<file path="config.mk">
export PLATFORM = sky130hd
export DESIGN_NAME = timer_pwm
export DESIGN_NICKNAME = d
export VERILOG_FILES = /design/src/logic/timer_pkg.sv /design/src/logic/timer_channel.sv /design/src/logic/timer_pwm.sv
export VERILOG_INCLUDE_DIRS = /design/src /design/src/logic
export SDC_FILE = /design/constraint.sdc
export NUM_CORES = 1
export LEC_CHECK = 0
export BUFFER_PORTS_ARGS = -buffer_cell sky130_fd_sc_hd__buf_4
export CORE_ASPECT_RATIO = 1.5
export CORE_UTILIZATION = 40
export DETAILED_ROUTE_END_ITERATION = 7
export PLACE_DENSITY = 0.56
export SLEW_MARGIN = 20
export SYNTH_ARGS = -nofsm -noshare
export SYNTH_HDL_FRONTEND = slang
export SYNTH_SLANG_ARGS = --single-unit
export TNS_END_PERCENT = 10
</file>
<file path="constraint.sdc">
create_clock -name pclk -period 6.7 [get_ports pclk]
set_input_delay 0.67 -clock pclk [delete_from_list [all_inputs] [get_ports pclk]]
set_output_delay 0.67 -clock pclk [all_outputs]
set_load 0.1 [all_outputs]
</file>
<file path="src/logic/timer_regs.svh">
// register map, field positions and reset values of the timer/pwm block
// ==========================================================================
// Summary of operation
// - each source (overflow, capture, compare) sets its own flag on its event
// - request stays high as a level while flag and its enable are both one
// - flag clears only by reading it as one, then writing zero
// - an event between that read and the zero write restarts the clear; flag stays set
// - up mode sets overflow flag on roll from modulo (or FFFF) to 0000
// - center mode sets overflow flag at modulo where counting turns downward
// - capture edge select picks none, rising, falling or both; edge sets flag
// - compare mode sets flag whenever counter equals the 16-bit channel value
// - edge pwm sets flag on counter match, the end of the active duty
// - center pwm sets flag at both matches, start and end of active duty
// - a write to either counter byte zeroes counter and prescaler
// - in debug halt counter reads return the frozen live count
// - in debug halt a control or counter write drops the counter read latch
// - in debug halt value reads give contents; channel control write drops latch
// - channel value writes are ignored while the channel is in capture mode
// - compare mode with clock on loads buffered value at next counter step
// - pwm modes with clock on load at step modulo-1 to modulo (FFFE to FFFF)
// - center mode value equal modulo gives full duty, modulo-1 nearly full
// - center mode change from zero takes effect at next period start
// - center mode change to zero finishes current period with old duty
// - control write in debug halt cancels modulo byte write coherency
// - with clock off, buffered value loads as soon as second byte lands
// - interrupt request output is active high
`ifndef TIMER_REGS_SVH
`define TIMER_REGS_SVH

// ==========================================================================
// byte addresses on the bus
`define SC_ADDR      8'h00
`define CNTH_ADDR    8'h04
`define CNTL_ADDR    8'h08
`define MODH_ADDR    8'h0C
`define MODL_ADDR    8'h10
`define CH_BASE      8'h14
`define CH_STRIDE    8'h0C
`define CH_SC_OFS    8'h00
`define CH_VH_OFS    8'h04
`define CH_VL_OFS    8'h08
`define NUM_CH       2

// ==========================================================================
// field positions
`define FLAG_BIT     7
`define IE_BIT       6
`define CENTER_BIT   5
`define CLKS_HI      4
`define CLKS_LO      3
`define PS_HI        2
`define MS_HI        5
`define MS_LO        4
`define ELS_HI       3
`define ELS_LO       2

// ==========================================================================
// reset values and codes
`define SC_RST       8'h00
`define CSC_RST      8'h00
`define MOD_RST      16'h0000
`define CLK_OFF      2'h0
`define CLK_EXT      2'h3
`define FREE_TOP     16'hFFFF

`endif

</file>
<file path="src/logic/timer_pkg.sv">
// types shared by the timer/pwm block
package timer_pkg;

   // ==========================================================================
   // one counter step
   typedef struct packed {
      logic        up;
      logic [15:0] cnt;
      logic        ovf;
   } step_s;

   // ==========================================================================
   // whole state of one channel
   typedef struct packed {
      logic [7:0]  sc;
      logic        arm;
      logic [15:0] val;
      logic [15:0] duty;
      logic [15:0] vbuf;
      logic        wh;
      logic        wl;
      logic        pend;
      logic [7:0]  vlat;
      logic        lat;
      logic        pin_s1;
      logic        pin_s2;
      logic        pin_s3;
      logic        out;
   } chan_state_s;

   // ==========================================================================
   // whole state of the module core and bus slave
   typedef struct packed {
      logic [7:0]  sc;
      logic        ovf_arm;
      logic [15:0] cnt;
      logic        up;
      logic [6:0]  ps;
      logic [15:0] modulo;
      logic [15:0] mod_buf;
      logic        mod_wh;
      logic        mod_wl;
      logic [7:0]  cnt_buf;
      logic        cnt_lat;
      logic        halt_s1;
      logic        halt_s2;
      logic        ext_s1;
      logic        ext_s2;
      logic        ext_s3;
      logic [31:0] prdata;
      logic        pready;
      logic        pslverr;
      logic        irq;
   } top_state_s;

endpackage

</file>
<file path="src/logic/timer_channel.sv">
// one capture/compare/pwm channel with its flag and value buffering
`timescale 1ns/1ps
`include "timer_regs.svh"
module timer_channel (
   // clock and reset
   input  wire logic        pclk,
   input  wire logic        presetn,
   // counter view
   input  wire logic        tick,
   input  wire logic [15:0] cnt,
   input  wire logic [15:0] next_cnt,
   input  wire logic [15:0] modulo,
   input  wire logic        center,
   input  wire logic        clk_off,
   input  wire logic        halt,
   input  wire logic        pwm_load,
   input  wire logic        period_start,
   // capture pin
   input  wire logic        pin,
   // register access
   input  wire logic        wr_sc,
   input  wire logic        wr_vh,
   input  wire logic        wr_vl,
   input  wire logic        rd_sc,
   input  wire logic        rd_vh,
   input  wire logic        rd_vl,
   input  wire logic [7:0]  wdata,
   // results
   output logic      [7:0]  sc_rd,
   output logic      [7:0]  hi_rd,
   output logic      [7:0]  lo_rd,
   output logic             irq_req,
   output logic             pwm_out
);

   localparam timer_pkg::chan_state_s RST = '{sc: `CSC_RST, default: '0};

   timer_pkg::chan_state_s s;
   timer_pkg::chan_state_s n;
   logic                   capture;
   logic                   compare;
   logic                   rise;
   logic                   fall;
   logic                   ev;
   logic                   act;
   logic [1:0]             els;

   assign sc_rd   = s.sc;
   assign hi_rd   = s.val[15:8];
   assign lo_rd   = (s.lat && !halt) ? s.vlat : s.val[7:0];
   assign irq_req = s.sc[`FLAG_BIT] & s.sc[`IE_BIT];

   // ==========================================================================
   // next state
   always_comb begin
      n       = s;
      els     = s.sc[`ELS_HI:`ELS_LO];
      capture = !center && (s.sc[`MS_HI:`MS_LO] == 2'h0);
      compare = !center && (s.sc[`MS_HI:`MS_LO] == 2'h1);
      // pin passes two flops; the third only feeds the edge detector
      n.pin_s1 = pin;
      n.pin_s2 = s.pin_s1;
      n.pin_s3 = s.pin_s2;
      rise     = s.pin_s2 & ~s.pin_s3;
      fall     = ~s.pin_s2 & s.pin_s3;
      ev       = 1'b0;
      if (capture) begin
         ev = (els == 2'h1 && rise) || (els == 2'h2 && fall) || (els == 2'h3 && (rise || fall));
      end else begin
         ev = tick && (next_cnt == s.val);
      end
      if (capture && ev) begin
         n.val = cnt;
      end
      if (rd_sc && s.sc[`FLAG_BIT]) begin
         n.arm = 1'b1;
      end
      if (rd_vh && !halt) begin
         n.vlat = s.val[7:0];
         n.lat  = 1'b1;
      end
      if (rd_vl && !halt) begin
         n.lat = 1'b0;
      end
      if (wr_sc) begin
         n.sc[6:0] = wdata[6:0];
         n.wh      = 1'b0;
         n.wl      = 1'b0;
         n.pend    = 1'b0;
         if (halt) begin
            n.lat = 1'b0;
         end
         if (!wdata[`FLAG_BIT] && s.arm) begin
            n.sc[`FLAG_BIT] = 1'b0;
            n.arm           = 1'b0;
         end
      end
      if (!capture) begin
         if (wr_vh) begin
            n.vbuf[15:8] = wdata;
            n.wh         = 1'b1;
         end
         if (wr_vl) begin
            n.vbuf[7:0] = wdata;
            n.wl        = 1'b1;
         end
      end
      if (s.pend && ((compare && tick) || (!capture && !compare && pwm_load))) begin
         n.val  = s.vbuf;
         n.pend = 1'b0;
      end
      if (n.wh && n.wl) begin
         n.wh = 1'b0;
         n.wl = 1'b0;
         if (clk_off) begin
            n.val  = n.vbuf;
            n.pend = 1'b0;
         end else begin
            n.pend = 1'b1;
         end
      end
      // center duty moves only at a period boundary or while the clock is off, so old and new never mix
      if (period_start || clk_off) begin
         n.duty = n.val;
      end
      if (ev) begin
         n.sc[`FLAG_BIT] = 1'b1;
         n.arm           = 1'b0;
      end
      if (center) begin
         act = (s.duty != 16'h0000) && !s.duty[15]
               && ((s.duty >= modulo) || (cnt < s.duty));
      end else begin
         act = cnt < s.val;
      end
      n.out = (!capture && !compare && els != 2'h0) ? (act ^ els[0]) : 1'b0;
   end

   // ==========================================================================
   // state register
   always_ff @(posedge pclk or negedge presetn) begin
      if (!presetn) begin
         s <= RST;
      end else begin
         s <= n;
      end
   end

   assign pwm_out = s.out;

endmodule

</file>
<file path="src/logic/timer_pwm.sv">
// timer/pwm module core: counter, flags, byte coherency and apb slave
//
// The register addresses and the APB slave port are this design's own decisions.
`timescale 1ns/1ps
`include "timer_regs.svh"
module timer_pwm (
   // clock and reset
   input  wire logic                 pclk,
   input  wire logic                 presetn,
   // apb slave
   input  wire logic                 psel,
   input  wire logic                 penable,
   input  wire logic                 pwrite,
   input  wire logic [7:0]           paddr,
   input  wire logic [31:0]          pwdata,
   output logic      [31:0]          prdata,
   output logic                      pready,
   output logic                      pslverr,
   // pins
   input  wire logic                 debug_halt,
   input  wire logic                 ext_clk_pin,
   input  wire logic [`NUM_CH-1:0]   capture_pin,
   output logic      [`NUM_CH-1:0]   pwm_out,
   // interrupt
   output logic                      irq
);

   localparam timer_pkg::top_state_s RST = '{sc: `SC_RST, modulo: `MOD_RST, up: 1'b1,
                                           default: '0};

   // ==========================================================================
   // helpers
   function automatic logic [6:0] presc_mask(input logic [2:0] sel);
      logic [7:0] m;
      m = (8'h01 << sel) - 8'h01;
      return m[6:0];
   endfunction

   function automatic timer_pkg::step_s count_step(input logic [15:0] c,
                                                   input logic [15:0] top,
                                                   input logic        ctr,
                                                   input logic        up);
      timer_pkg::step_s r;
      r.up  = up;
      r.cnt = c + 16'h0001;
      r.ovf = 1'b0;
      if (!ctr) begin
         r.up = 1'b1;
         if (c == top) begin
            r.cnt = 16'h0000;
            r.ovf = 1'b1;
         end
      end else if (up) begin
         if (c >= top) begin
            r.up  = 1'b0;
            r.cnt = c - 16'h0001;
            r.ovf = 1'b1;
         end
      end else begin
         if (c == 16'h0000) begin
            r.up = 1'b1;
         end else begin
            r.cnt = c - 16'h0001;
         end
      end
      return r;
   endfunction

   function automatic logic is_addr(input logic [7:0] a, input logic [7:0] b);
      return a == b;
   endfunction

   // ==========================================================================
   // state and nets
   timer_pkg::top_state_s s;
   timer_pkg::top_state_s n;
   timer_pkg::step_s      stp;
   logic                  halt;
   logic                  clk_on;
   logic                  inc_src;
   logic                  pre_en;
   logic                  tick;
   logic [15:0]           top;
   logic [15:0]           next_cnt;
   logic                  pwm_load;
   logic                  period_start;
   logic                  setup;
   logic                  done;
   logic                  rd_setup;
   logic                  wr_done;
   logic [7:0]            wb;
   logic [7:0]            rd_byte;
   logic                  hit;

   logic [`NUM_CH-1:0]    ch_wr_sc;
   logic [`NUM_CH-1:0]    ch_wr_vh;
   logic [`NUM_CH-1:0]    ch_wr_vl;
   logic [`NUM_CH-1:0]    ch_rd_sc;
   logic [`NUM_CH-1:0]    ch_rd_vh;
   logic [`NUM_CH-1:0]    ch_rd_vl;
   logic [7:0]            ch_sc_rd [`NUM_CH];
   logic [7:0]            ch_hi_rd [`NUM_CH];
   logic [7:0]            ch_lo_rd [`NUM_CH];
   logic [`NUM_CH-1:0]    ch_irq;
   logic [`NUM_CH-1:0]    ch_out;

   // ==========================================================================
   // counter clocking
   always_comb begin
      halt    = s.halt_s2;
      clk_on  = s.sc[`CLKS_HI:`CLKS_LO] != `CLK_OFF;
      inc_src = (s.sc[`CLKS_HI:`CLKS_LO] == `CLK_EXT) ? (s.ext_s2 & ~s.ext_s3) : 1'b1;
      // halt freezes the count so debug reads see a stable value
      pre_en  = clk_on && inc_src && !halt;
      tick    = pre_en && ((s.ps & presc_mask(s.sc[`PS_HI:0])) == presc_mask(s.sc[`PS_HI:0]));
      top     = (s.modulo == 16'h0000) ? `FREE_TOP : s.modulo;
      stp     = count_step(s.cnt, top, s.sc[`CENTER_BIT], s.up);
      next_cnt     = stp.cnt;
      pwm_load     = tick && s.up && (s.cnt == top - 16'h0001);
      period_start = tick && (stp.cnt == 16'h0000);
   end

   // ==========================================================================
   // bus decode
   always_comb begin
      setup    = psel && !penable;
      done     = psel && penable && s.pready;
      rd_setup = setup && !pwrite;
      wr_done  = done && pwrite;
      wb       = pwdata[7:0];
      ch_wr_sc = '0;
      ch_wr_vh = '0;
      ch_wr_vl = '0;
      ch_rd_sc = '0;
      ch_rd_vh = '0;
      ch_rd_vl = '0;
      rd_byte  = 8'h00;
      hit      = 1'b1;
      if (is_addr(paddr, `SC_ADDR)) begin
         rd_byte = s.sc;
      end else if (is_addr(paddr, `CNTH_ADDR)) begin
         rd_byte = s.cnt[15:8];
      end else if (is_addr(paddr, `CNTL_ADDR)) begin
         rd_byte = (s.cnt_lat && !halt) ? s.cnt_buf : s.cnt[7:0];
      end else if (is_addr(paddr, `MODH_ADDR)) begin
         rd_byte = s.modulo[15:8];
      end else if (is_addr(paddr, `MODL_ADDR)) begin
         rd_byte = s.modulo[7:0];
      end else begin
         hit = 1'b0;
      end
      for (int i = 0; i < `NUM_CH; i++) begin
         if (is_addr(paddr, `CH_BASE + 8'(i) * `CH_STRIDE + `CH_SC_OFS)) begin
            hit         = 1'b1;
            rd_byte     = ch_sc_rd[i];
            ch_wr_sc[i] = wr_done;
            ch_rd_sc[i] = rd_setup;
         end
         if (is_addr(paddr, `CH_BASE + 8'(i) * `CH_STRIDE + `CH_VH_OFS)) begin
            hit         = 1'b1;
            rd_byte     = ch_hi_rd[i];
            ch_wr_vh[i] = wr_done;
            ch_rd_vh[i] = rd_setup;
         end
         if (is_addr(paddr, `CH_BASE + 8'(i) * `CH_STRIDE + `CH_VL_OFS)) begin
            hit         = 1'b1;
            rd_byte     = ch_lo_rd[i];
            ch_wr_vl[i] = wr_done;
            ch_rd_vl[i] = rd_setup;
         end
      end
   end

   // ==========================================================================
   // next state
   always_comb begin
      n = s;
      // both pins pass two flops; ext_s3 only feeds the edge detector
      n.halt_s1 = debug_halt;
      n.halt_s2 = s.halt_s1;
      n.ext_s1  = ext_clk_pin;
      n.ext_s2  = s.ext_s1;
      n.ext_s3  = s.ext_s2;

      // answer one cycle after setup: pready rises in the first access cycle
      n.pready  = setup;
      n.pslverr = setup && !hit;
      if (setup) begin
         n.prdata = {24'h000000, hit ? rd_byte : 8'h00};
      end

      // read side effects happen with the data capture
      if (rd_setup && is_addr(paddr, `SC_ADDR) && s.sc[`FLAG_BIT]) begin
         n.ovf_arm = 1'b1;
      end
      if (rd_setup && is_addr(paddr, `CNTH_ADDR) && !halt) begin
         n.cnt_buf = s.cnt[7:0];
         n.cnt_lat = 1'b1;
      end
      if (rd_setup && is_addr(paddr, `CNTL_ADDR) && !halt) begin
         n.cnt_lat = 1'b0;
      end

      // counter runs first; a counter write below overrides it
      if (pre_en) begin
         n.ps = s.ps + 7'h01;
      end
      if (tick) begin
         n.cnt = stp.cnt;
         n.up  = stp.up;
      end

      if (wr_done && is_addr(paddr, `SC_ADDR)) begin
         n.sc[6:0] = wb[6:0];
         // a control write drops any half written modulo pair
         n.mod_wh  = 1'b0;
         n.mod_wl  = 1'b0;
         if (halt) begin
            n.cnt_lat = 1'b0;
         end
         if (!wb[`FLAG_BIT] && s.ovf_arm) begin
            n.sc[`FLAG_BIT] = 1'b0;
            n.ovf_arm       = 1'b0;
         end
      end
      if (wr_done && (is_addr(paddr, `CNTH_ADDR) || is_addr(paddr, `CNTL_ADDR))) begin
         n.cnt     = 16'h0000;
         n.ps      = 7'h00;
         n.up      = 1'b1;
         n.cnt_lat = 1'b0;
      end
      if (wr_done && is_addr(paddr, `MODH_ADDR)) begin
         n.mod_buf[15:8] = wb;
         n.mod_wh        = 1'b1;
      end
      if (wr_done && is_addr(paddr, `MODL_ADDR)) begin
         n.mod_buf[7:0] = wb;
         n.mod_wl       = 1'b1;
      end
      if (n.mod_wh && n.mod_wl) begin
         n.modulo = n.mod_buf;
         n.mod_wh = 1'b0;
         n.mod_wl = 1'b0;
      end

      // set after clear so an event in the clearing cycle survives
      if (tick && stp.ovf) begin
         n.sc[`FLAG_BIT] = 1'b1;
         n.ovf_arm       = 1'b0;
      end

      n.irq = (s.sc[`FLAG_BIT] & s.sc[`IE_BIT]) | (|ch_irq);
   end

   // ==========================================================================
   // state register
   always_ff @(posedge pclk or negedge presetn) begin
      if (!presetn) begin
         s <= RST;
      end else begin
         s <= n;
      end
   end

   // ==========================================================================
   // channels
   for (genvar i = 0; i < `NUM_CH; i++) begin : g_ch
      timer_channel u_ch (
         .pclk         (pclk),
         .presetn      (presetn),
         .tick         (tick),
         .cnt          (s.cnt),
         .next_cnt     (next_cnt),
         .modulo       (s.modulo),
         .center       (s.sc[`CENTER_BIT]),
         .clk_off      (!clk_on),
         .halt         (halt),
         .pwm_load     (pwm_load),
         .period_start (period_start),
         .pin          (capture_pin[i]),
         .wr_sc        (ch_wr_sc[i]),
         .wr_vh        (ch_wr_vh[i]),
         .wr_vl        (ch_wr_vl[i]),
         .rd_sc        (ch_rd_sc[i]),
         .rd_vh        (ch_rd_vh[i]),
         .rd_vl        (ch_rd_vl[i]),
         .wdata        (wb),
         .sc_rd        (ch_sc_rd[i]),
         .hi_rd        (ch_hi_rd[i]),
         .lo_rd        (ch_lo_rd[i]),
         .irq_req      (ch_irq[i]),
         .pwm_out      (ch_out[i])
      );
   end

   // ==========================================================================
   // outputs, all from flops
   assign prdata  = s.prdata;
   assign pready  = s.pready;
   assign pslverr = s.pslverr;
   assign irq     = s.irq;
   assign pwm_out = ch_out;

endmodule

</file>
== Word-level counts from Yosys, hierarchy flattened ==
Cells that the tools add are included.
Word-level totals
  bits in registers: 238
  word-level logic and storage cells: 339
Cells by class
  add/sub/neg operators: 5
  magnitude comparators: 7
  eq/ne operators: 24
  shifts and indexed selects: 1
  mux-type cells: 118
  bitwise logic cells: 17
  reduce and logical (&&, ||, !) cells: 116
Operators by type and width (count)
  8-bit 2-to-1 mux: 21
  16-bit 2-to-1 mux: 10
  18-bit 2-to-1 mux: 4
  1-bit 2-to-1 mux: 69
  1-bit logical AND: 66
  16-bit equality test: 4
  16-bit less-than comparator: 4
  17-bit 2-to-1 mux: 3
  16-bit greater-or-equal comparator: 3
  16-bit logical NOT: 3
  8-bit by 5-bit equality test with 1-bit output (second input constant): 4
  16-bit nonzero test: 2
  16-bit by 1-bit subtractor with 16-bit output (second input constant): 2
  9-bit 2-to-1 mux: 3
  8-bit by 6-bit equality test with 1-bit output (second input constant): 3
  24-bit 2-to-1 mux: 1
  2-bit nonzero test: 11
  16-bit by 1-bit adder with 16-bit output (second input constant): 1
  8-bit by 4-bit equality test with 1-bit output (second input constant): 2
  1-bit logical NOT: 13
  1-bit logical OR: 12
  3-bit 2-to-1 mux: 4
  2-bit equality test (second input constant): 5
  1-bit AND: 8
  17 further kinds: 30

== Logic depth before layout (Yosys ltp) ==
Gate-level depths: netlist (run 1).
  depth in word-level cells: 14
  depth in mapped cells: 21
  mapped depth without buffers: 17

== Hierarchy ==
Synthesis (run 1) repeated with hierarchy kept, for this count alone.
Second synthesis, totals
  cells, all modules: 1740
  area total of the unflattened synthesis: 15823.9 um2
Modules (own cells, without submodules)
  timer_channel: instances 2, cells each 494, area an instance 4639.4 um2, seq. area each 1826.8 um2
  timer_pwm: instances 1, cells each 752, area an instance 6545.0 um2, seq. area each 2303.5 um2

== Least setup slack after synthesis (run 1) ==
No wires, ideal clock.
  path type: flip-flop to flip-flop
  from: register s[71] (netlist name)
  to: register g_ch[0].u_ch.s[32] (netlist name)
  arrival time: 5.482 ns
  data required time: 6.575 ns
  path slack: 1.093 ns
  cell stages (with the launch flop): 20
  cells stage by stage: dfrtp_1 -> buf_6 -> or4_4 -> or4_4 -> nor2_1 -> clkbuf_1 -> nor2_1 -> ha_1 -> a21o_1 -> a21o_1 -> a211oi_1 -> nand2_1 -> a21oi_4 -> mux2i_1 -> mux2i_1 -> nor2_1 -> and3_1 -> a21oi_4 -> buf_6 -> mux2_4
On the way
  word-level cells in the longest chain between the ends: 14
  elaborated cells on any way between the ends: 25
  classes of those cells: add/sub: 1; order compare: 1; eq/ne: 3; mux: 10; reduce/logical: 10
Ends and longest elaborated chain
  start: declaration: RTL line timer_pwm.sv:75  | timer_pkg::top_state_s s;
  start signal: assignment: RTL line timer_pwm.sv:261  | s <= n;
  16-bit logical NOT: RTL line timer_pwm.sv:116  | top = (s.modulo == 16'h0000) ? `FREE_TOP : s.modulo;
  16-bit 2-to-1 mux (*): RTL line timer_pwm.sv:116
  16-bit greater-or-equal comparator: RTL line timer_pwm.sv:54  | if (c >= top) begin
  18-bit 2-to-1 mux: RTL line timer_pwm.sv:54
  17-bit 2-to-1 mux: RTL line timer_pwm.sv:53  | end else if (up) begin
  18-bit 2-to-1 mux: RTL line timer_pwm.sv:47  | if (!ctr) begin
  16-bit equality test: RTL line timer_channel.sv:70  | ev = tick && (next_cnt == s.val);
  1-bit logical AND: RTL line timer_channel.sv:70
  1-bit 2-to-1 mux: RTL line timer_channel.sv:67  | if (capture) begin
  1-bit logical AND: RTL line timer_channel.sv:72  | if (capture && ev) begin
  16-bit 2-to-1 mux: RTL line timer_channel.sv:72
  16-bit 2-to-1 mux: RTL line timer_channel.sv:108  | if (s.pend && ((compare && tick) || (!capture && !compare && pwm_load))) begin
  16-bit 2-to-1 mux: RTL line timer_channel.sv:115  | if (clk_off) begin
  16-bit 2-to-1 mux: RTL line timer_channel.sv:112  | if (n.wh && n.wl) begin
  end signal: assignment: RTL line timer_channel.sv:145  | s <= n;
  end: declaration: RTL line timer_channel.sv:38  | timer_pkg::chan_state_s s;
Every way passes the cells marked *; elsewhere a longest branch is shown, timed or not.
A chain may end at the register's enable or synchronous reset.

== Final worst setup path (run 1) ==
  from: register s[72] (netlist name)
  to: register g_ch[1].u_ch.s[47] (netlist name)
On the way
  word-level cells in the longest chain between the ends: 14
  elaborated cells on any way between the ends: 25
  classes of those cells: add/sub: 1; order compare: 1; eq/ne: 3; mux: 10; reduce/logical: 10
Ends and longest elaborated chain (RTL line)
  16-bit logical NOT: timer_pwm.sv:116
  16-bit 2-to-1 mux (*): timer_pwm.sv:116
  16-bit greater-or-equal comparator: timer_pwm.sv:54
  18-bit 2-to-1 mux: timer_pwm.sv:54
  17-bit 2-to-1 mux: timer_pwm.sv:53
  18-bit 2-to-1 mux: timer_pwm.sv:47
  16-bit equality test: timer_channel.sv:70
  1-bit logical AND: timer_channel.sv:70
  1-bit 2-to-1 mux: timer_channel.sv:67
  1-bit logical AND: timer_channel.sv:72
  16-bit 2-to-1 mux: timer_channel.sv:72
  16-bit 2-to-1 mux: timer_channel.sv:108
  16-bit 2-to-1 mux: timer_channel.sv:115
  16-bit 2-to-1 mux: timer_channel.sv:112
  end signal: assignment: timer_channel.sv:145
  end: declaration: timer_channel.sv:38
Marked as above.

==> run_results.csv, run 1 <==
group,metric,value,unit
floorplan,start_util,40.6,%
timing,period_needed,5990,ps
detailed_routing,drtIter0Drc,1034,
worst_setup_path,max_stage_delay,590,ps
synthesis,yosys-top-cells-count,"237 x dfrtp_1, 177 x nor2_1, 119 x mux2_2, 113 x ha_1, 107 x nand2_1",
power_and_ir_drop,p_leak,8.13,nW
synthesis,synth_most_common_cell,"dfrtp_1",
global_route,grt_start_max_net_pins,165,
cells_and_area,fillers,3777,
synthesis,ys_warn_count,0,
detailed_routing,wl,57.1,mm
global_route,grt.met1_usage,34.7,%
worst_setup_path,crit_type,"flop to flop",
detailed_routing,vias,13100,
synthesis,ys_top_cells_by_area,"dfrtp_1 37%, ha_1 8.9%, mux2_2 8.4%",
worst_setup_path,startpoint_type,"flop",
cts,cts_hold_buf,0,
worst_setup_path,worst-endpoint-required,7140,ps
worst_setup_path,cp-startpoint,"s[72]",
detailed_routing,first_pass_iters,6,
synthesis,synth_top_area_cell,"dfrtp_1",
global_route,antenna_found_initial,3,
global_route,grt_util_met2,47.8,%
cells_and_area,finalNetCount,1851,
cts,ctsResizeCount,0,
synthesis,yosys_most_used_dff,"dfrtp_1",
worst_setup_path,regToRegEndpoint,"g_ch[1].u_ch.s[47]",
timing,fmax,0.167,GHz
timing,period_share,89.5,%
worst_setup_path,reg2reg_slack,710,ps
detailed_routing,viasPerCell,5.92,
floorplan,pin_count,86,
cts,cts_made_buffers,26,
detailed_routing,wl_per_cell,25.9,um
worst_setup_path,arrival,6440,ps
global_route,grt_pass1_vias,12900,
place,dp_hpwl,41.7,mm
worst_setup_path,cp-end-kind,"flop",
cts,htree_levels,1,
timing,skew,25.2,ps
global_route,grtUsageMet3,3.62,%
worst_setup_path,cp_slowest_cell,"a211oi_1",
timing,hold_viol_final,0,
synthesis,synth.ff_latch_count,238,
global_route,grt-ovfl-total,0,
power_and_ir_drop,finalPower,5.27,mW
cells_and_area,area.growth.synth_to_final,11.0,%
timing,slew_violations,0,
floorplan,chipHeight,247,um
cts,clk_latency,580,ps
cts,cts_setup_buffers,0,
synthesis,synth_edf_count,0,
timing,worst_slew_pin_slew,1060,ps
cts,root_buffer,"clkbuf_16",
timing,slew_headroom,29.0,%
power_and_ir_drop,max-vdd-ir-drop,0.204,mV
place,finalWeightedCongestion,0.978,
floorplan,dieWidth,165,um
timing,tns,0,ps
place,numPortBuffers,37,
floorplan,dieArea,40700,sq um
cells_and_area,drive_gt1_share,18.8,%
outcome,status,"complete, no violations",
synthesis,synth_top_area_share,37.1,%
worst_setup_path,worstReg2RegStart,"s[72]",
worst_setup_path,crit_fanout,32,
cts,cts_tree,"yes",
floorplan,coreArea,39300,sq um
synthesis,synthArstFlopShare,100,%
power_and_ir_drop,p_per_area,297,nW/um^2
timing,holdWs,37.2,ps
cts,clockBufferDepth,3,
flow_run,cap_violations,0,
detailed_routing,drc,0,
synthesis,syn_area_per_cell,9.58,sq um
timing,finalSetupViolations,0,
worst_setup_path,crit_end,"g_ch[1].u_ch.s[47]",
floorplan,rows,89,
global_route,globalRoute.busiestLayer,"met2",
detailed_routing,ant_nets,0,
synthesis,yosysSeqAreaShare,37.3,%
cts,clk_pin_slew,70,ps
synthesis,synth_area,16000,sq um
timing,rsz0062_at_grt,"no",
cts,cts_num_sinks,238,
global_route,grt_first_pass_wirelength,85.6,mm
worst_setup_path,reg2regPathDepth,18,
global_route,gr-usage-all-layers,28.9,%
hold_path,hold_path.class,"input pin to asynchronous set/reset pin",
synthesis,synthCells,1666,
worst_setup_path,crit_chain,"or4_4, or4_4, nor2_1, buf_4, nor2_1, ha_1, a21o_1, a21o_1, a211oi_1, nand2_1, a21oi_4, a21oi_1, o22ai_1, nand4bb_1, nor3_2, a21oi_4, buf_12, mux2_2",
synthesis,yosysUniqueCellTypes,89,
-- kinds of logic (layout without fill, tap and decap cells) --
logic type                 count (synthesis)  after routing  share of synthesized area, %
AOI/OAI and AO/OA                        353            353                          15.3
xor gates and xnor gates                  74             74                          4.23
adders and majority gates                114            114                          8.92
buffers and inverters                    222            239                          6.28
DFF                                      238            238                          37.3
muxes                                    175            175                          13.0
other                                      1             25                        0.0235
and+or+nand+nor                          489            489                          15.0
-- stage by stage --
step	instances	utilization [%]	setup WS (ps)	instance area, sq um
CTS	2206	45.1	690	17700
global placement	2161	42.7	785	16800
floorplan	1689	-	1090	16100
finish	2207	45.1	706	17700
detailed placement	2161	42.7	700	16800
global route	2206	45.1	370	17700
-- state kept, by name, indices dropped and copies added (netlist names) --
register	cells
pslverr	1
g_ch.u_ch.pwm_out	2
n	3
g_ch.u_ch.hi_rd	16
pready	1
irq	1
g_ch.u_ch.sc_rd	16
halt	1
prdata	8
g_ch.u_ch.s	108
g_ch.u_ch.n	4
s	77
-- cells in the final DEF (no fill, tap or decap), drive strengths merged, types with 43 or more instances in the layout --
| master | instances |
|---|---|
| inv | 103 |
| nand2 | 108 |
| nor2 | 178 |
| dfrtp | 237 |
| xnor2 | 52 |
| a21o | 43 |
| buf | 92 |
| o21ai | 78 |
| ha | 113 |
| a21oi | 77 |
| mux2 | 150 |
-- power breakdown --
part	leakage (nW)	total, mW	internal [mW]	switching [mW]
Clock	0.447	1.62	0.956	0.661
Sequential	2.92	1.79	1.58	0.211
Combinational	4.76	1.87	0.771	1.09
Total	8.13	5.27	3.31	1.97
-- cell type report --
type	count	area, sq um	area share, %
clock inverter	17	267	1.50
antenna	1	2.50	0.0141
inverter	102	383	2.16
sequential	238	5960	33.6
timing repair buffer	92	723	4.08
clock buffer	28	668	3.77
multi-input combinational	1229	9100	51.3
tap	500	626	3.53
-- metal layers --
metal	vias up	wire length, um
met2	467	27200
met4	4	4290
li1	5970	-
met5	-	21
met1	6465	22600
met3	164	2930
-- how the worst min path moves through the flow --
stage	start	endpoint	depth (start not counted)
2_1_floorplan	g_ch[0].u_ch.n[2]	g_ch[0].u_ch.n[1]	0
3_3_place_gp	n[36]	n[35]	0
3_5_place_dp	g_ch[0].u_ch.n[2]	g_ch[0].u_ch.n[1]	0
4_1_cts	presetn	g_ch[0].u_ch.s[43]	1
5_1_grt	presetn	g_ch[0].u_ch.s[43]	1
6_report	presetn	g_ch[0].u_ch.s[43]	1
-- worst max-delay path, delay by kind of cell (launching register included) --
kind                       cells  cell delay, ps
muxes                          1             370
DFF                            1             450
AOI/OAI and AO/OA              7            2160
buffers and inverters          2             520
adders and majority gates      1             310
and+or+nand+nor                7            2030
(Power assumes the default switching activity.)
==> run 2: changes to the inputs <==
--- a/config.mk
+++ b/config.mk
@@ -10,6 +10,7 @@
 export CORE_ASPECT_RATIO = 1.5
 export CORE_UTILIZATION = 40
 export DETAILED_ROUTE_END_ITERATION = 7
+export GPL_TIMING_DRIVEN = 0
 export PLACE_DENSITY = 0.56
 export SLEW_MARGIN = 20
 export SYNTH_ARGS = -nofsm -noshare
==> constraint.sdc (replaced) <==
create_clock -name pclk -period 6.7 [get_ports pclk]
set_input_delay 0.67 -clock pclk [delete_from_list [all_inputs] [get_ports pclk]]
set_output_delay 0.67 -clock pclk [all_outputs]
set_load 0.01 [all_outputs]
==> run_results.csv, run 2 (synthesized netlist as in run 1, its figures left out) <==
group,metric,value,unit
floorplan,start_util,40.6,%
cts,cts_made_buffers,26,
cells_and_area,drive_gt1_share,18.0,%
cells_and_area,layout.cells.non_filler,2271,
detailed_routing,ant_nets,0,
place,numPortBuffers,36,
cts,clockBufferDepth,3,
worst_setup_path,cp-end-kind,"flop",
power_and_ir_drop,max-vdd-ir-drop,0.189,mV
global_route,grt-ovfl-total,0,
floorplan,coreArea,39300,sq um
cells_and_area,finalNetCount,1918,
cts,cts_setup_buffers,0,
cts,ctsResizeCount,13,
outcome,status,"complete, no violations",
place,finalWeightedCongestion,1.02,
power_and_ir_drop,p_leak,8.20,nW
global_route,grt_pass1_vias,13200,
global_route,gr-usage-all-layers,30.7,%
timing,fmax,0.154,GHz
cts,root_buffer,"clkbuf_16",
timing,finalSetupViolations,0,
worst_setup_path,worstReg2RegStart,"s[74]",
cts,clk_pin_slew,60,ps
global_route,grt_first_pass_wirelength,89.4,mm
place,place_inst,2228,
worst_setup_path,crit_type,"flop to flop",
worst_setup_path,reg2regPathDepth,19,
floorplan,pin_count,86,
detailed_routing,wl,61.5,mm
timing,worst_slew_pin_slew,1130,ps
hold_path,hold_path.class,"input pin to asynchronous set/reset pin",
detailed_routing,wl_per_cell,27.1,um
floorplan,dieArea,40700,sq um
cells_and_area,layout_commonest_cell,"dfrtp_1",
timing,skew,30.6,ps
worst_setup_path,cp_slowest_cell,"or4_1",
worst_setup_path,worst-endpoint-required,7140,ps
floorplan,dieWidth,165,um
detailed_routing,viasPerCell,5.99,
worst_setup_path,startpoint_type,"flop",
place,dp_hpwl,46.4,mm
cts,cts_num_sinks,238,
cells_and_area,largest_reg_flops,108,
floorplan,chipHeight,247,um
timing,holdWs,33.9,ps
worst_setup_path,crit_fanout,10,
cells_and_area,top_register,"g_ch.u_ch.s",
cts,clk_latency,590,ps
worst_setup_path,arrival,6920,ps
cts,cts_tree,"yes",
detailed_routing,vias,13600,
detailed_routing,drtIter0Drc,1199,
cts,cts_hold_buf,0,
global_route,antenna_found_initial,2,
worst_setup_path,max_stage_delay,660,ps
timing,rsz0062_at_grt,"no",
flow_run,cap_violations,0,
cells_and_area,area.growth.synth_to_final,12.5,%
timing,slew_violations,0,
cts,htree_levels,1,
cells_and_area,diodes,0,
detailed_routing,first_pass_iters,5,
cells_and_area,fillers,3769,
worst_setup_path,crit_chain,"buf_2, or4_1, or4_4, nor2_2, clkbuf_2, nor2_1, ha_1, nand4_1, or4_1, nor2_1, mux2i_2, o31ai_1, a31oi_4, o221ai_2, nand4bb_1, nor3_2, a21oi_4, buf_6, mux2_4",
timing,period_share,96.7,%
timing,hold_viol_final,0,
worst_setup_path,reg2reg_slack,220,ps
global_route,grt_start_max_net_pins,90,
worst_setup_path,regToRegEndpoint,"g_ch[1].u_ch.s[33]",
floorplan,rows,89,
cells_and_area,final_cell_mix,"237 x dfrtp_1, 176 x nor2_1, 119 x mux2_2, 113 x ha_1, 106 x nand2_1",
timing,slew_headroom,24.6,%
power_and_ir_drop,p_per_area,286,nW/um^2
timing,period_needed,6480,ps
cells_and_area,largest_registers,"g_ch.u_ch.s (108), s (77)",
detailed_routing,drc,0,
[run 2: changes by cell type in the layout (fill, tap and decap cells not counted), moves of 4 or more]
cell	before	now
clkbuf_1	1	74
buf_4	89	71
clkbuf_8	1	8
buf_2	0	5
buf_1	0	4
buf_6	0	4
bufinv_16	6	2
[run 2: through the flow]
step,setup TNS (ps),cell area [sq um],setup WS (ps),total power [mW],util [%]
3_5_place_dp,-20140,17000,-642,3.59,43.3
5_1_grt,0,18000,33.9,5.35,45.7
3_3_place_gp,-20230,16900,-625,3.55,43.1
6_report,0,18000,222,5.14,45.7
2_1_floorplan,0,16100,1090,2.95,-
4_1_cts,0,18000,8.34,5.12,45.7
[run 2: layout make-up]
| type | instances | area, sq um | share of cell area (%) |
|---|---|---|---|
| plain buffers | 120 | 622 | 3.46 |
| clock buffers | 37 | 772 | 4.30 |
| clock inverters | 6 | 97.6 | 0.543 |
| inverters | 102 | 383 | 2.13 |
| multi-input cells | 1229 | 9170 | 51.0 |
| flip-flops and latches | 238 | 5960 | 33.2 |
| well taps | 500 | 626 | 3.48 |
| repair buffers | 39 | 338 | 1.88 |
[run 2: worst max-delay path: cells and delay by family (launching register included)]
kind | cells | cell delay, ps
AND/OR/NAND/NOR | 9 | 2820
AO/OA/AOI/OAI | 4 | 1580
buffers and inverters | 3 | 760
multiplexers | 2 | 500
flip-flops | 1 | 350
adder cells (fa/ha/maj) | 1 | 330
[run 2: where the power goes]
part	internal (mW)	leakage (nW)	switching, mW	total, mW
logic	0.759	4.85	1.04	1.80
clock network	0.873	0.425	0.635	1.51
registers	1.58	2.92	0.252	1.83
[run 2: routing by layer]
| layer | vias to the layer above | part of all wire (%) | wire (um) | global-route usage (%) |
|---|---|---|---|---|
| li1 | 6110 | - | - | - |
| met1 | 6759 | 39 | 24200 | 36.4 |
| met2 | 549 | 48 | 29700 | 52.1 |
| met3 | 178 | 5.4 | 3340 | 3.69 |
| met4 | 0 | 7.0 | 4320 | 19.1 |
| met5 | - | 0 | 0 | 0 |
[run 2: worst max path at each step]
| stage | end | startpoint | cells past startpoint |
|---|---|---|---|
| detailed placement | g_ch[1].u_ch.s[64] | s[74] | 18 |
| floorplan | g_ch[0].u_ch.s[32] | s[71] | 19 |
| finish | g_ch[1].u_ch.s[33] | s[74] | 19 |
| global route | g_ch[1].u_ch.s[33] | s[74] | 21 |
| CTS | g_ch[1].u_ch.s[33] | s[74] | 19 |
| global placement | g_ch[0].u_ch.s[45] | s[74] | 19 |
